$ cat config.mk
export PLATFORM = sky130hd
export DESIGN_NAME = sbsl_top
export DESIGN_NICKNAME = d
export VERILOG_FILES = /design/src/sbsl_pkg.sv /design/src/sbsl_bank.sv /design/src/sbsl_top.sv
export SDC_FILE = /design/constraint.sdc
export NUM_CORES = 1
export LEC_CHECK = 0
export BUFFER_PORTS_ARGS = -buffer_cell sky130_fd_sc_hd__buf_4
export CORE_MARGIN = 2
export CORE_UTILIZATION = 35
export CTS_CLUSTER_SIZE = 8
export DETAILED_ROUTE_END_ITERATION = 12
export PLACE_DENSITY = 0.53
export SLEW_MARGIN = 25
export SYNTH_ARGS = -nofsm -noshare
export SYNTH_HDL_FRONTEND = slang
export SYNTH_SLANG_ARGS = --single-unit
$ cat constraint.sdc
create_clock -name sys_clk_i -period 4.6 [get_ports sys_clk_i]
set_input_delay 1.15 -clock sys_clk_i [delete_from_list [all_inputs] [get_ports sys_clk_i]]
set_output_delay 1.15 -clock sys_clk_i [all_outputs]
set_load 0.03 [all_outputs]
$ cat src/sbsl_pkg.sv
// package of command codes, bank states and timing counts for bank state logic
package sbsl_pkg;
  // ************************************************************
  // command decode
  // ************************************************************
  typedef enum logic [3:0] {
    SBSL_CMD_DESELECT = 4'h0,
    SBSL_CMD_NOP = 4'h1,
    SBSL_CMD_ACTIVATE = 4'h2,
    SBSL_CMD_READ = 4'h3,
    SBSL_CMD_WRITE = 4'h4,
    SBSL_CMD_PRECHARGE = 4'h5,
    SBSL_CMD_BURST_TERM = 4'h6,
    SBSL_CMD_REFRESH = 4'h7,
    SBSL_CMD_LOAD_MODE = 4'h8
  } sbsl_cmd_e;

  // ************************************************************
  // bank states, gray coded along idle-activating-active-read
  // ************************************************************
  typedef enum logic [2:0] {
    SBSL_ST_IDLE = 3'h0,
    SBSL_ST_ACTIVATING = 3'h1,
    SBSL_ST_ROW_ACTIVE = 3'h3,
    SBSL_ST_READ = 3'h2,
    SBSL_ST_WRITE = 3'h6,
    SBSL_ST_READ_AP = 3'h7,
    SBSL_ST_WRITE_AP = 3'h5,
    SBSL_ST_PRECHARGING = 3'h4
  } sbsl_state_e;

  // ************************************************************
  // timing
  // ************************************************************
  localparam int CLK_PERIOD_NS = 100;
  localparam int PRECHARGE_TIME_NS = 15;
  localparam int ACTIVATE_TO_ACCESS_TIME_NS = 15;
  localparam int REFRESH_CYCLE_TIME_NS = 72;
  localparam int MODE_LOAD_TIME_NS = 10;
  localparam int BURST_LEN = 4;
  localparam int BURST_CYCLES = BURST_LEN / 2;
  // least times round up, at least one cycle
  localparam int PRECHARGE_CYC = (PRECHARGE_TIME_NS + CLK_PERIOD_NS - 1) / CLK_PERIOD_NS;
  localparam int ACTIVATE_CYC = (ACTIVATE_TO_ACCESS_TIME_NS + CLK_PERIOD_NS - 1) / CLK_PERIOD_NS;
  localparam int REFRESH_CYC = (REFRESH_CYCLE_TIME_NS + CLK_PERIOD_NS - 1) / CLK_PERIOD_NS;
  localparam int MODE_LOAD_CYC = (MODE_LOAD_TIME_NS + CLK_PERIOD_NS - 1) / CLK_PERIOD_NS;
  localparam int CNT_W = 8;
  localparam int NUM_BANKS = 4;
  localparam int BANK_W = 2;
endpackage : sbsl_pkg

$ cat src/sbsl_bank.sv
// one bank: state register and timing counter
`timescale 1ns/1ps
module sbsl_bank #(
  parameter int CNT_W = sbsl_pkg::CNT_W,
  parameter logic [7:0] ACT_CYC = 8'(sbsl_pkg::ACTIVATE_CYC),
  parameter logic [7:0] PRE_CYC = 8'(sbsl_pkg::PRECHARGE_CYC),
  parameter logic [7:0] BURST_CYC = 8'(sbsl_pkg::BURST_CYCLES)
) (
  // clock and reset
  input wire logic sys_clk_i,
  input wire logic rst_n_i,
  // commands addressed to this bank
  input wire logic act_i,
  input wire logic rd_i,
  input wire logic wr_i,
  input wire logic pre_i,
  input wire logic auto_pre_i,
  input wire logic burst_stop_i,
  input wire logic force_idle_i,
  // state
  output sbsl_pkg::sbsl_state_e state_o,
  output logic [CNT_W-1:0] count_o
);
  sbsl_pkg::sbsl_state_e state;
  logic [CNT_W-1:0] count;
  logic ap_access; // auto precharge access phase still running
  logic [CNT_W-1:0] cyc_m1;
  assign state_o = state;
  assign count_o = count;

  // state transitions with durations
  always_ff @(posedge sys_clk_i or negedge rst_n_i) begin
    if (!rst_n_i) begin
      state <= sbsl_pkg::SBSL_ST_IDLE;
      count <= '0;
      ap_access <= 1'b0;
    end else if (force_idle_i) begin
      state <= sbsl_pkg::SBSL_ST_IDLE;
      count <= '0;
      ap_access <= 1'b0;
    end else if (act_i) begin
      state <= sbsl_pkg::SBSL_ST_ACTIVATING;
      count <= CNT_W'(ACT_CYC - 8'h01);
    end else if (pre_i) begin
      state <= sbsl_pkg::SBSL_ST_PRECHARGING;
      count <= CNT_W'(PRE_CYC - 8'h01);
    end else if (rd_i || wr_i) begin
      if (auto_pre_i) begin
        state <= rd_i ? sbsl_pkg::SBSL_ST_READ_AP : sbsl_pkg::SBSL_ST_WRITE_AP;
        ap_access <= 1'b1;
      end else begin
        state <= rd_i ? sbsl_pkg::SBSL_ST_READ : sbsl_pkg::SBSL_ST_WRITE;
      end
      count <= CNT_W'(BURST_CYC - 8'h01);
    end else if (burst_stop_i && state == sbsl_pkg::SBSL_ST_READ) begin
      state <= sbsl_pkg::SBSL_ST_ROW_ACTIVE;
      count <= '0;
    end else if (count != '0) begin
      count <= count - CNT_W'(1);
    end else begin
      case (state)
        sbsl_pkg::SBSL_ST_ACTIVATING: begin
          state <= sbsl_pkg::SBSL_ST_ROW_ACTIVE;
        end
        sbsl_pkg::SBSL_ST_READ, sbsl_pkg::SBSL_ST_WRITE: begin
          state <= sbsl_pkg::SBSL_ST_ROW_ACTIVE;
        end
        sbsl_pkg::SBSL_ST_READ_AP, sbsl_pkg::SBSL_ST_WRITE_AP: begin
          if (ap_access) begin
            ap_access <= 1'b0; // access phase over, precharge phase
            count <= CNT_W'(PRE_CYC - 8'h01);
          end else begin
            state <= sbsl_pkg::SBSL_ST_IDLE;
          end
        end
        sbsl_pkg::SBSL_ST_PRECHARGING: begin
          state <= sbsl_pkg::SBSL_ST_IDLE;
        end
        default: begin
          state <= state;
        end
      endcase
    end
  end
endmodule : sbsl_bank

$ cat src/sbsl_top.sv
// top of bank state logic: command decode, device-wide timers, legality check
`timescale 1ns/1ps
module sbsl_top #(
  parameter int NUM_BANKS = sbsl_pkg::NUM_BANKS,
  parameter int BANK_W = sbsl_pkg::BANK_W,
  parameter int CNT_W = sbsl_pkg::CNT_W
) (
  // clock and reset
  input wire logic sys_clk_i,
  input wire logic rst_n_i,
  // command bus, active low strobes
  input wire logic clk_en_i,
  input wire logic chip_sel_n_i,
  input wire logic row_strobe_n_i,
  input wire logic col_strobe_n_i,
  input wire logic write_en_n_i,
  input wire logic auto_precharge_addr_bit_i,
  input wire logic [BANK_W-1:0] bank_select_i,
  // decoded command
  output sbsl_pkg::sbsl_cmd_e cmd_o,
  output logic cmd_valid_o,
  // per bank state
  output logic [3*NUM_BANKS-1:0] bank_state_o,
  output logic [NUM_BANKS-1:0] bank_idle_o,
  // device-wide status
  output logic all_idle_o,
  output logic device_busy_o,
  output logic illegal_cmd_o,
  output logic [BANK_W-1:0] last_read_bank_o,
  output logic last_read_valid_o
);
  // ************************************************************
  // command decode
  // ************************************************************
  sbsl_pkg::sbsl_cmd_e cmd;
  logic [2:0] strobes;
  logic [NUM_BANKS-1:0] bank_hit;
  logic [NUM_BANKS-1:0] pre_hit;
  logic [NUM_BANKS-1:0] ok_bank;
  logic [NUM_BANKS-1:0] idle_vec;
  logic [NUM_BANKS-1:0] burst_vec;
  logic [NUM_BANKS-1:0] read_vec;
  logic [NUM_BANKS-1:0] force_idle;
  logic [NUM_BANKS-1:0] bst_hit;
  logic [CNT_W-1:0] dev_count;
  logic dev_busy;
  logic [BANK_W-1:0] last_rd_bank;
  logic last_rd_valid;
  logic legal;
  logic executable;
  logic dev_done;
  logic [1:0] dev_kind;
  logic [NUM_BANKS-1:0] act_v;
  logic [NUM_BANKS-1:0] rd_v;
  logic [NUM_BANKS-1:0] wr_v;
  logic [NUM_BANKS-1:0] pre_v;

  localparam logic [1:0] DEV_NONE = 2'h0;
  localparam logic [1:0] DEV_REFRESH = 2'h1;
  localparam logic [1:0] DEV_MODE = 2'h2;
  localparam logic [1:0] DEV_PREALL = 2'h3;

  assign strobes = {row_strobe_n_i, col_strobe_n_i, write_en_n_i};

  // strobe decode, chip select high is deselect
  always_comb begin
    cmd = sbsl_pkg::SBSL_CMD_DESELECT;
    if (chip_sel_n_i) begin
      cmd = sbsl_pkg::SBSL_CMD_DESELECT;
    end else if (strobes == 3'h7) begin
      cmd = sbsl_pkg::SBSL_CMD_NOP;
    end else if (strobes == 3'h3) begin
      cmd = sbsl_pkg::SBSL_CMD_ACTIVATE;
    end else if (strobes == 3'h5) begin
      cmd = sbsl_pkg::SBSL_CMD_READ;
    end else if (strobes == 3'h4) begin
      cmd = sbsl_pkg::SBSL_CMD_WRITE;
    end else if (strobes == 3'h2) begin
      cmd = sbsl_pkg::SBSL_CMD_PRECHARGE;
    end else if (strobes == 3'h6) begin
      cmd = sbsl_pkg::SBSL_CMD_BURST_TERM;
    end else if (strobes == 3'h1) begin
      cmd = sbsl_pkg::SBSL_CMD_REFRESH;
    end else begin
      cmd = sbsl_pkg::SBSL_CMD_LOAD_MODE;
    end
  end

  // ************************************************************
  // per bank legality and state
  // ************************************************************
  genvar gi;
  generate
    for (gi = 0; gi < NUM_BANKS; gi++) begin : g_bank
      sbsl_pkg::sbsl_state_e st;
      assign bank_hit[gi] = (bank_select_i == BANK_W'(gi));
      assign pre_hit[gi] = auto_precharge_addr_bit_i | bank_hit[gi];
      assign idle_vec[gi] = (st == sbsl_pkg::SBSL_ST_IDLE);
      assign read_vec[gi] = (st == sbsl_pkg::SBSL_ST_READ) || (st == sbsl_pkg::SBSL_ST_READ_AP);
      assign burst_vec[gi] = read_vec[gi] || (st == sbsl_pkg::SBSL_ST_WRITE)
                             || (st == sbsl_pkg::SBSL_ST_WRITE_AP);
      assign bst_hit[gi] = (cmd == sbsl_pkg::SBSL_CMD_BURST_TERM) && last_rd_valid
                           && (last_rd_bank == BANK_W'(gi));
      assign bank_state_o[3*gi +: 3] = st;
      // legality of the current command against this bank's state
      always_comb begin
        ok_bank[gi] = 1'b1;
        case (cmd)
          sbsl_pkg::SBSL_CMD_ACTIVATE: begin
            ok_bank[gi] = !bank_hit[gi] || idle_vec[gi];
          end
          sbsl_pkg::SBSL_CMD_READ, sbsl_pkg::SBSL_CMD_WRITE: begin
            ok_bank[gi] = !bank_hit[gi] || (st == sbsl_pkg::SBSL_ST_ROW_ACTIVE)
                          || (st == sbsl_pkg::SBSL_ST_READ) || (st == sbsl_pkg::SBSL_ST_WRITE);
          end
          sbsl_pkg::SBSL_CMD_PRECHARGE: begin
            // precharging an idle bank is harmless
            ok_bank[gi] = !pre_hit[gi] || idle_vec[gi]
                          || (st == sbsl_pkg::SBSL_ST_ROW_ACTIVE)
                          || (st == sbsl_pkg::SBSL_ST_READ) || (st == sbsl_pkg::SBSL_ST_WRITE);
          end
          default: begin
            ok_bank[gi] = 1'b1;
          end
        endcase
      end
      assign act_v[gi] = executable && (cmd == sbsl_pkg::SBSL_CMD_ACTIVATE) && bank_hit[gi];
      assign rd_v[gi] = executable && (cmd == sbsl_pkg::SBSL_CMD_READ) && bank_hit[gi];
      assign wr_v[gi] = executable && (cmd == sbsl_pkg::SBSL_CMD_WRITE) && bank_hit[gi];
      // an idle bank under precharge all stays idle
      assign pre_v[gi] = executable && (cmd == sbsl_pkg::SBSL_CMD_PRECHARGE) && pre_hit[gi]
                         && !(auto_precharge_addr_bit_i && idle_vec[gi]);
      assign force_idle[gi] = dev_done;
      sbsl_bank #(
        .CNT_W(CNT_W)
      ) u_bank (
        .sys_clk_i(sys_clk_i),
        .rst_n_i(rst_n_i),
        .act_i(act_v[gi]),
        .rd_i(rd_v[gi]),
        .wr_i(wr_v[gi]),
        .pre_i(pre_v[gi]),
        .auto_pre_i(auto_precharge_addr_bit_i),
        .burst_stop_i(executable && bst_hit[gi]),
        .force_idle_i(force_idle[gi]),
        .state_o(st),
        .count_o()
      );
    end
  endgenerate

  // ************************************************************
  // device-wide legality
  // ************************************************************
  // commands other than deselect/no operation that the state allows
  always_comb begin
    legal = &ok_bank;
    case (cmd)
      sbsl_pkg::SBSL_CMD_DESELECT, sbsl_pkg::SBSL_CMD_NOP: begin
        legal = 1'b1;
      end
      sbsl_pkg::SBSL_CMD_REFRESH, sbsl_pkg::SBSL_CMD_LOAD_MODE: begin
        legal = &idle_vec && !(|burst_vec);
      end
      sbsl_pkg::SBSL_CMD_BURST_TERM: begin
        legal = last_rd_valid;
      end
      sbsl_pkg::SBSL_CMD_WRITE: begin
        legal = (&ok_bank) && !(|read_vec);
      end
      default: begin
        legal = &ok_bank;
      end
    endcase
    if (dev_busy && cmd != sbsl_pkg::SBSL_CMD_DESELECT && cmd != sbsl_pkg::SBSL_CMD_NOP) begin
      legal = 1'b0;
    end
    // deselect and no operation stay legal with clock enable low
    if (!clk_en_i && cmd != sbsl_pkg::SBSL_CMD_DESELECT && cmd != sbsl_pkg::SBSL_CMD_NOP) begin
      legal = 1'b0;
    end
  end

  // only legal executable commands change state
  assign executable = legal && clk_en_i && (cmd != sbsl_pkg::SBSL_CMD_DESELECT)
                      && (cmd != sbsl_pkg::SBSL_CMD_NOP);

  // ************************************************************
  // device-wide timer for refresh, mode load and precharge all
  // ************************************************************
  assign dev_busy = (dev_kind != DEV_NONE);
  assign dev_done = dev_busy && (dev_count == '0);

  always_ff @(posedge sys_clk_i or negedge rst_n_i) begin
    if (!rst_n_i) begin
      dev_kind <= DEV_NONE;
      dev_count <= '0;
    end else if (executable && cmd == sbsl_pkg::SBSL_CMD_REFRESH) begin
      dev_kind <= DEV_REFRESH;
      dev_count <= CNT_W'(sbsl_pkg::REFRESH_CYC - 1);
    end else if (executable && cmd == sbsl_pkg::SBSL_CMD_LOAD_MODE) begin
      dev_kind <= DEV_MODE;
      dev_count <= CNT_W'(sbsl_pkg::MODE_LOAD_CYC - 1);
    end else if (executable && cmd == sbsl_pkg::SBSL_CMD_PRECHARGE && auto_precharge_addr_bit_i) begin
      dev_kind <= DEV_PREALL;
      dev_count <= CNT_W'(sbsl_pkg::PRECHARGE_CYC - 1);
    end else if (dev_done) begin
      dev_kind <= DEV_NONE; // all banks idle from here
    end else if (dev_busy) begin
      dev_count <= dev_count - CNT_W'(1);
    end
  end

  // ************************************************************
  // most recent read tracker
  // ************************************************************
  always_ff @(posedge sys_clk_i or negedge rst_n_i) begin
    if (!rst_n_i) begin
      last_rd_bank <= '0;
      last_rd_valid <= 1'b0;
    end else if (executable && cmd == sbsl_pkg::SBSL_CMD_READ) begin
      last_rd_bank <= bank_select_i;
      last_rd_valid <= !auto_precharge_addr_bit_i; // terminate only without auto precharge
    end else if (executable && (cmd == sbsl_pkg::SBSL_CMD_BURST_TERM
                                || cmd == sbsl_pkg::SBSL_CMD_WRITE
                                || cmd == sbsl_pkg::SBSL_CMD_PRECHARGE)) begin
      last_rd_valid <= 1'b0;
    end else if (last_rd_valid && !read_vec[last_rd_bank]) begin
      last_rd_valid <= 1'b0; // burst ran out
    end
  end

  // ************************************************************
  // registered status outputs
  // ************************************************************
  always_ff @(posedge sys_clk_i or negedge rst_n_i) begin
    if (!rst_n_i) begin
      cmd_o <= sbsl_pkg::SBSL_CMD_DESELECT;
      cmd_valid_o <= 1'b0;
      illegal_cmd_o <= 1'b0;
    end else begin
      cmd_o <= cmd;
      cmd_valid_o <= executable;
      illegal_cmd_o <= !legal;
    end
  end

  // state views
  assign bank_idle_o = idle_vec;
  assign all_idle_o = (&idle_vec) && !dev_busy;
  assign device_busy_o = dev_busy;
  assign last_read_bank_o = last_rd_bank;
  assign last_read_valid_o = last_rd_valid;
endmodule : sbsl_top

==> metrics.cfg <==
[run_status]
outcome=finished clean

[setup_path]
cp-start-kind=input pin
endpoint_kind=flip-flop
cp.arrival_ns=4.01
crit_type=in -> reg
cp_max_fo=23
worst_ep_required_time_ns=4.86

[synth]
avgSynthCellArea_um2=8.56
yosysUniqueCellTypes=64
seq_area_frac_synth=0.380
synth-seq-cells=67
syn_inst=516
synth.net_count=534
ys.flop_type=dfrtp_1
async_flop_share=1.00
yosys_warnings=0
synth_area_mm2=0.00442
synth_edf_count=0

[grt]
grt_pass1_vias=3975
grt_pass1_wl_um=20700
gr-total-overflow=0
grt_usage=0.199
grt_max_degree=68
antenna_found_initial=0

[power]
power.density_mw_per_mm2=259
peakVddDrop_mv=0.132
p_leak_nw=2.24

[timing]
min_period_over_period=0.816
slew_headroom=0.399
period_minus_slack_ns=3.75
rsz0062_at_grt=no
worstMarginPinSlew_ns=0.901
setup_violations=0
clock_skew_ns=0.00684
setup_tns_ns=0
max_freq_mhz=267
slew_viol_final=0
hold_viol_final=0

[floorplanning]
dieArea_mm2=0.0135
core_area_mm2=0.0125
io_pins=37
floorplan.initialDensity=0.354
die_y_um=116
placementRows=41
die_x_um=116

[clock_network]
h-tree-depth=3
cts_tree=yes
cts.sinks=67
clock_path_buffers=2
clock_latency_ns=0.34
cts_setup_buffers=0
cts_resized=0
clockRootBuffer=clkbuf_16
cts_hold_buffers=0
cts_buffers=9
clk_pin_slew_ns=0.05

[detailed_routing]
met3WireLength_um=808
met2WireLength_um=5750
avgRoutedWirePerCell_um=17.5
postRouteAntennaNets=0
drc=0
m1WireLength_um=5700
drtIter0Drc=348
top_layer=met4
wl_um=12600
dr_total_vias=4133
viasPerCell=5.75
first_pass_iters=5

[layout]
post-route-util=0.410
fin_nets=560
final_area_mm2=0.00511
diodes=0
area_delta_synth_final_pct=15.7
layout-drive-gt1-share=0.135

[run]
cap_violations=0

[min_path]
worstHoldPathType=reg -> reg

[placed_design]
io_buffers=36
gp_congestion=0.954
placed_area_mm2=0.00484
dp_hpwl_um=8870

cell type report:
type                       count  area [µm²]
clock buffer                  14         264
multi-input combinational    404        2560
timing repair buffer          42         315
clock inverter                 2        10.0
tap                          172         215
sequential                    67        1680
inverter                      18        67.6
fill                        1271        7350
cells in the mapped netlist (all sizes together) (7+ instances only):
master	instances	area share
a21oi	27	0.031
a31oi	8	0.011
buf	12	0.014
clkbuf	15	0.013
dfrtp	67	0.38
ha	8	0.023
inv	18	0.015
mux2i	11	0.025
nand2	48	0.041
nand2b	13	0.018
nand3	24	0.027
nand3b	9	0.015
nor2	63	0.054
nor2b	7	0.0099
nor3	21	0.034
o211ai	7	0.012
o21ai	18	0.020
o22ai	7	0.0099
or3	10	0.014
xnor2	16	0.032
xor2	10	0.020
flip-flops by register name, summed over array words and instances (netlist names):
register	count
g_bank.u_bank.count_o	32
g_bank.u_bank.state_o	12
dev_count	8
cmd_o	4
g_bank.u_bank.ap_access	4
dev_kind	2
last_read_bank_o	2
cmd_valid_o	1
illegal_cmd_o	1
last_read_valid_o	1
worst max-delay path, cell delays in order:
cell,delay (ns)
buf_4,0.17
and4bb_2,0.39
nand2_1,0.07
o22a_1,0.19
a211o_1,0.33
o41ai_2,0.59
a31oi_1,0.15
buf_4,0.24
a2111oi_1,0.46
mux2i_1,0.24
power breakdown:
group | internal, mW | switching, mW | total [mW]
combinational | 0.0265 | 0.0586 | 0.0851
clock | 0.393 | 0.253 | 0.646
sequential | 0.593 | 0.000787 | 0.593
total | 1.01 | 0.312 | 1.32
kinds of logic (layout without fill, tap and decap cells):
group	after synthesis	count (layout)	synth area share
AO/OA/AOI/OAI	126	126	0.200
XOR/XNOR	26	26	0.0516
adder cells (fa/ha/maj)	8	8	0.0227
buffers and inverters	45	76	0.0416
flip-flops	67	67	0.380
multiplexers	13	13	0.0300
AND/OR/NAND/NOR	231	231	0.274
final timing paths:
path                                              from                           to  slack, ns  cells past startpoint
max                                     row_strobe_n_i  g_bank[2].u_bank.count_o[5]       0.85                     10
min                                        dev_kind[0]                  dev_kind[0]       0.48                      2
min reg2reg                                dev_kind[0]                  dev_kind[0]       0.48                      2
max reg2reg                g_bank[3].u_bank.state_o[2]  g_bank[2].u_bank.count_o[5]       1.14                      9
max in group asynchronous                      rst_n_i  g_bank[2].u_bank.count_o[4]       3.08                      1
min in group asynchronous                      rst_n_i                     cmd_o[1]       0.94                      1
layer usage:
metal	vias to the layer above	GRT usage
li1	1924	-
met1	2028	0.262
met2	152	0.305
met3	29	0.0571
met4	0	0.0857
met5	-	0
stage by stage:
stage               total power, mW  cells  setup WS, ns  hold WS (ns)
CTS                            1.35    719         0.870         0.490
global route                   1.38    719         0.588         0.517
floorplan                     0.651    516          1.19         0.450
finish                         1.32    719         0.848         0.480
global placement              0.688    703         0.621         0.478
detailed placement            0.689    703         0.543         0.478
cell usage in the layout (no fill, tap or decap), types with 4 or more instances in the layout:
master / count
a21o_1: 5
nand4_1: 5
o21ai_0: 17
and2_1: 6
nand3_1: 24
and3_1: 4
clkbuf_16: 9
nor3_1: 16
a22oi_1: 4
nand2b_1: 13
dfrtp_1: 67
or2_2: 5
buf_4: 42
xnor2_1: 16
o211ai_1: 7
inv_1: 17
nor2_1: 63
or3_1: 10
nand2_1: 48
a21boi_0: 4
xor2_1: 10
mux2i_1: 11
or4_1: 4
nor2b_1: 7
a211oi_1: 4
a21oi_1: 27
a32o_1: 4
a31oi_1: 8
a22o_1: 5
nand3b_1: 9
o22ai_1: 7
ha_1: 8
Note: power is estimated with default switching activity, not from simulation.
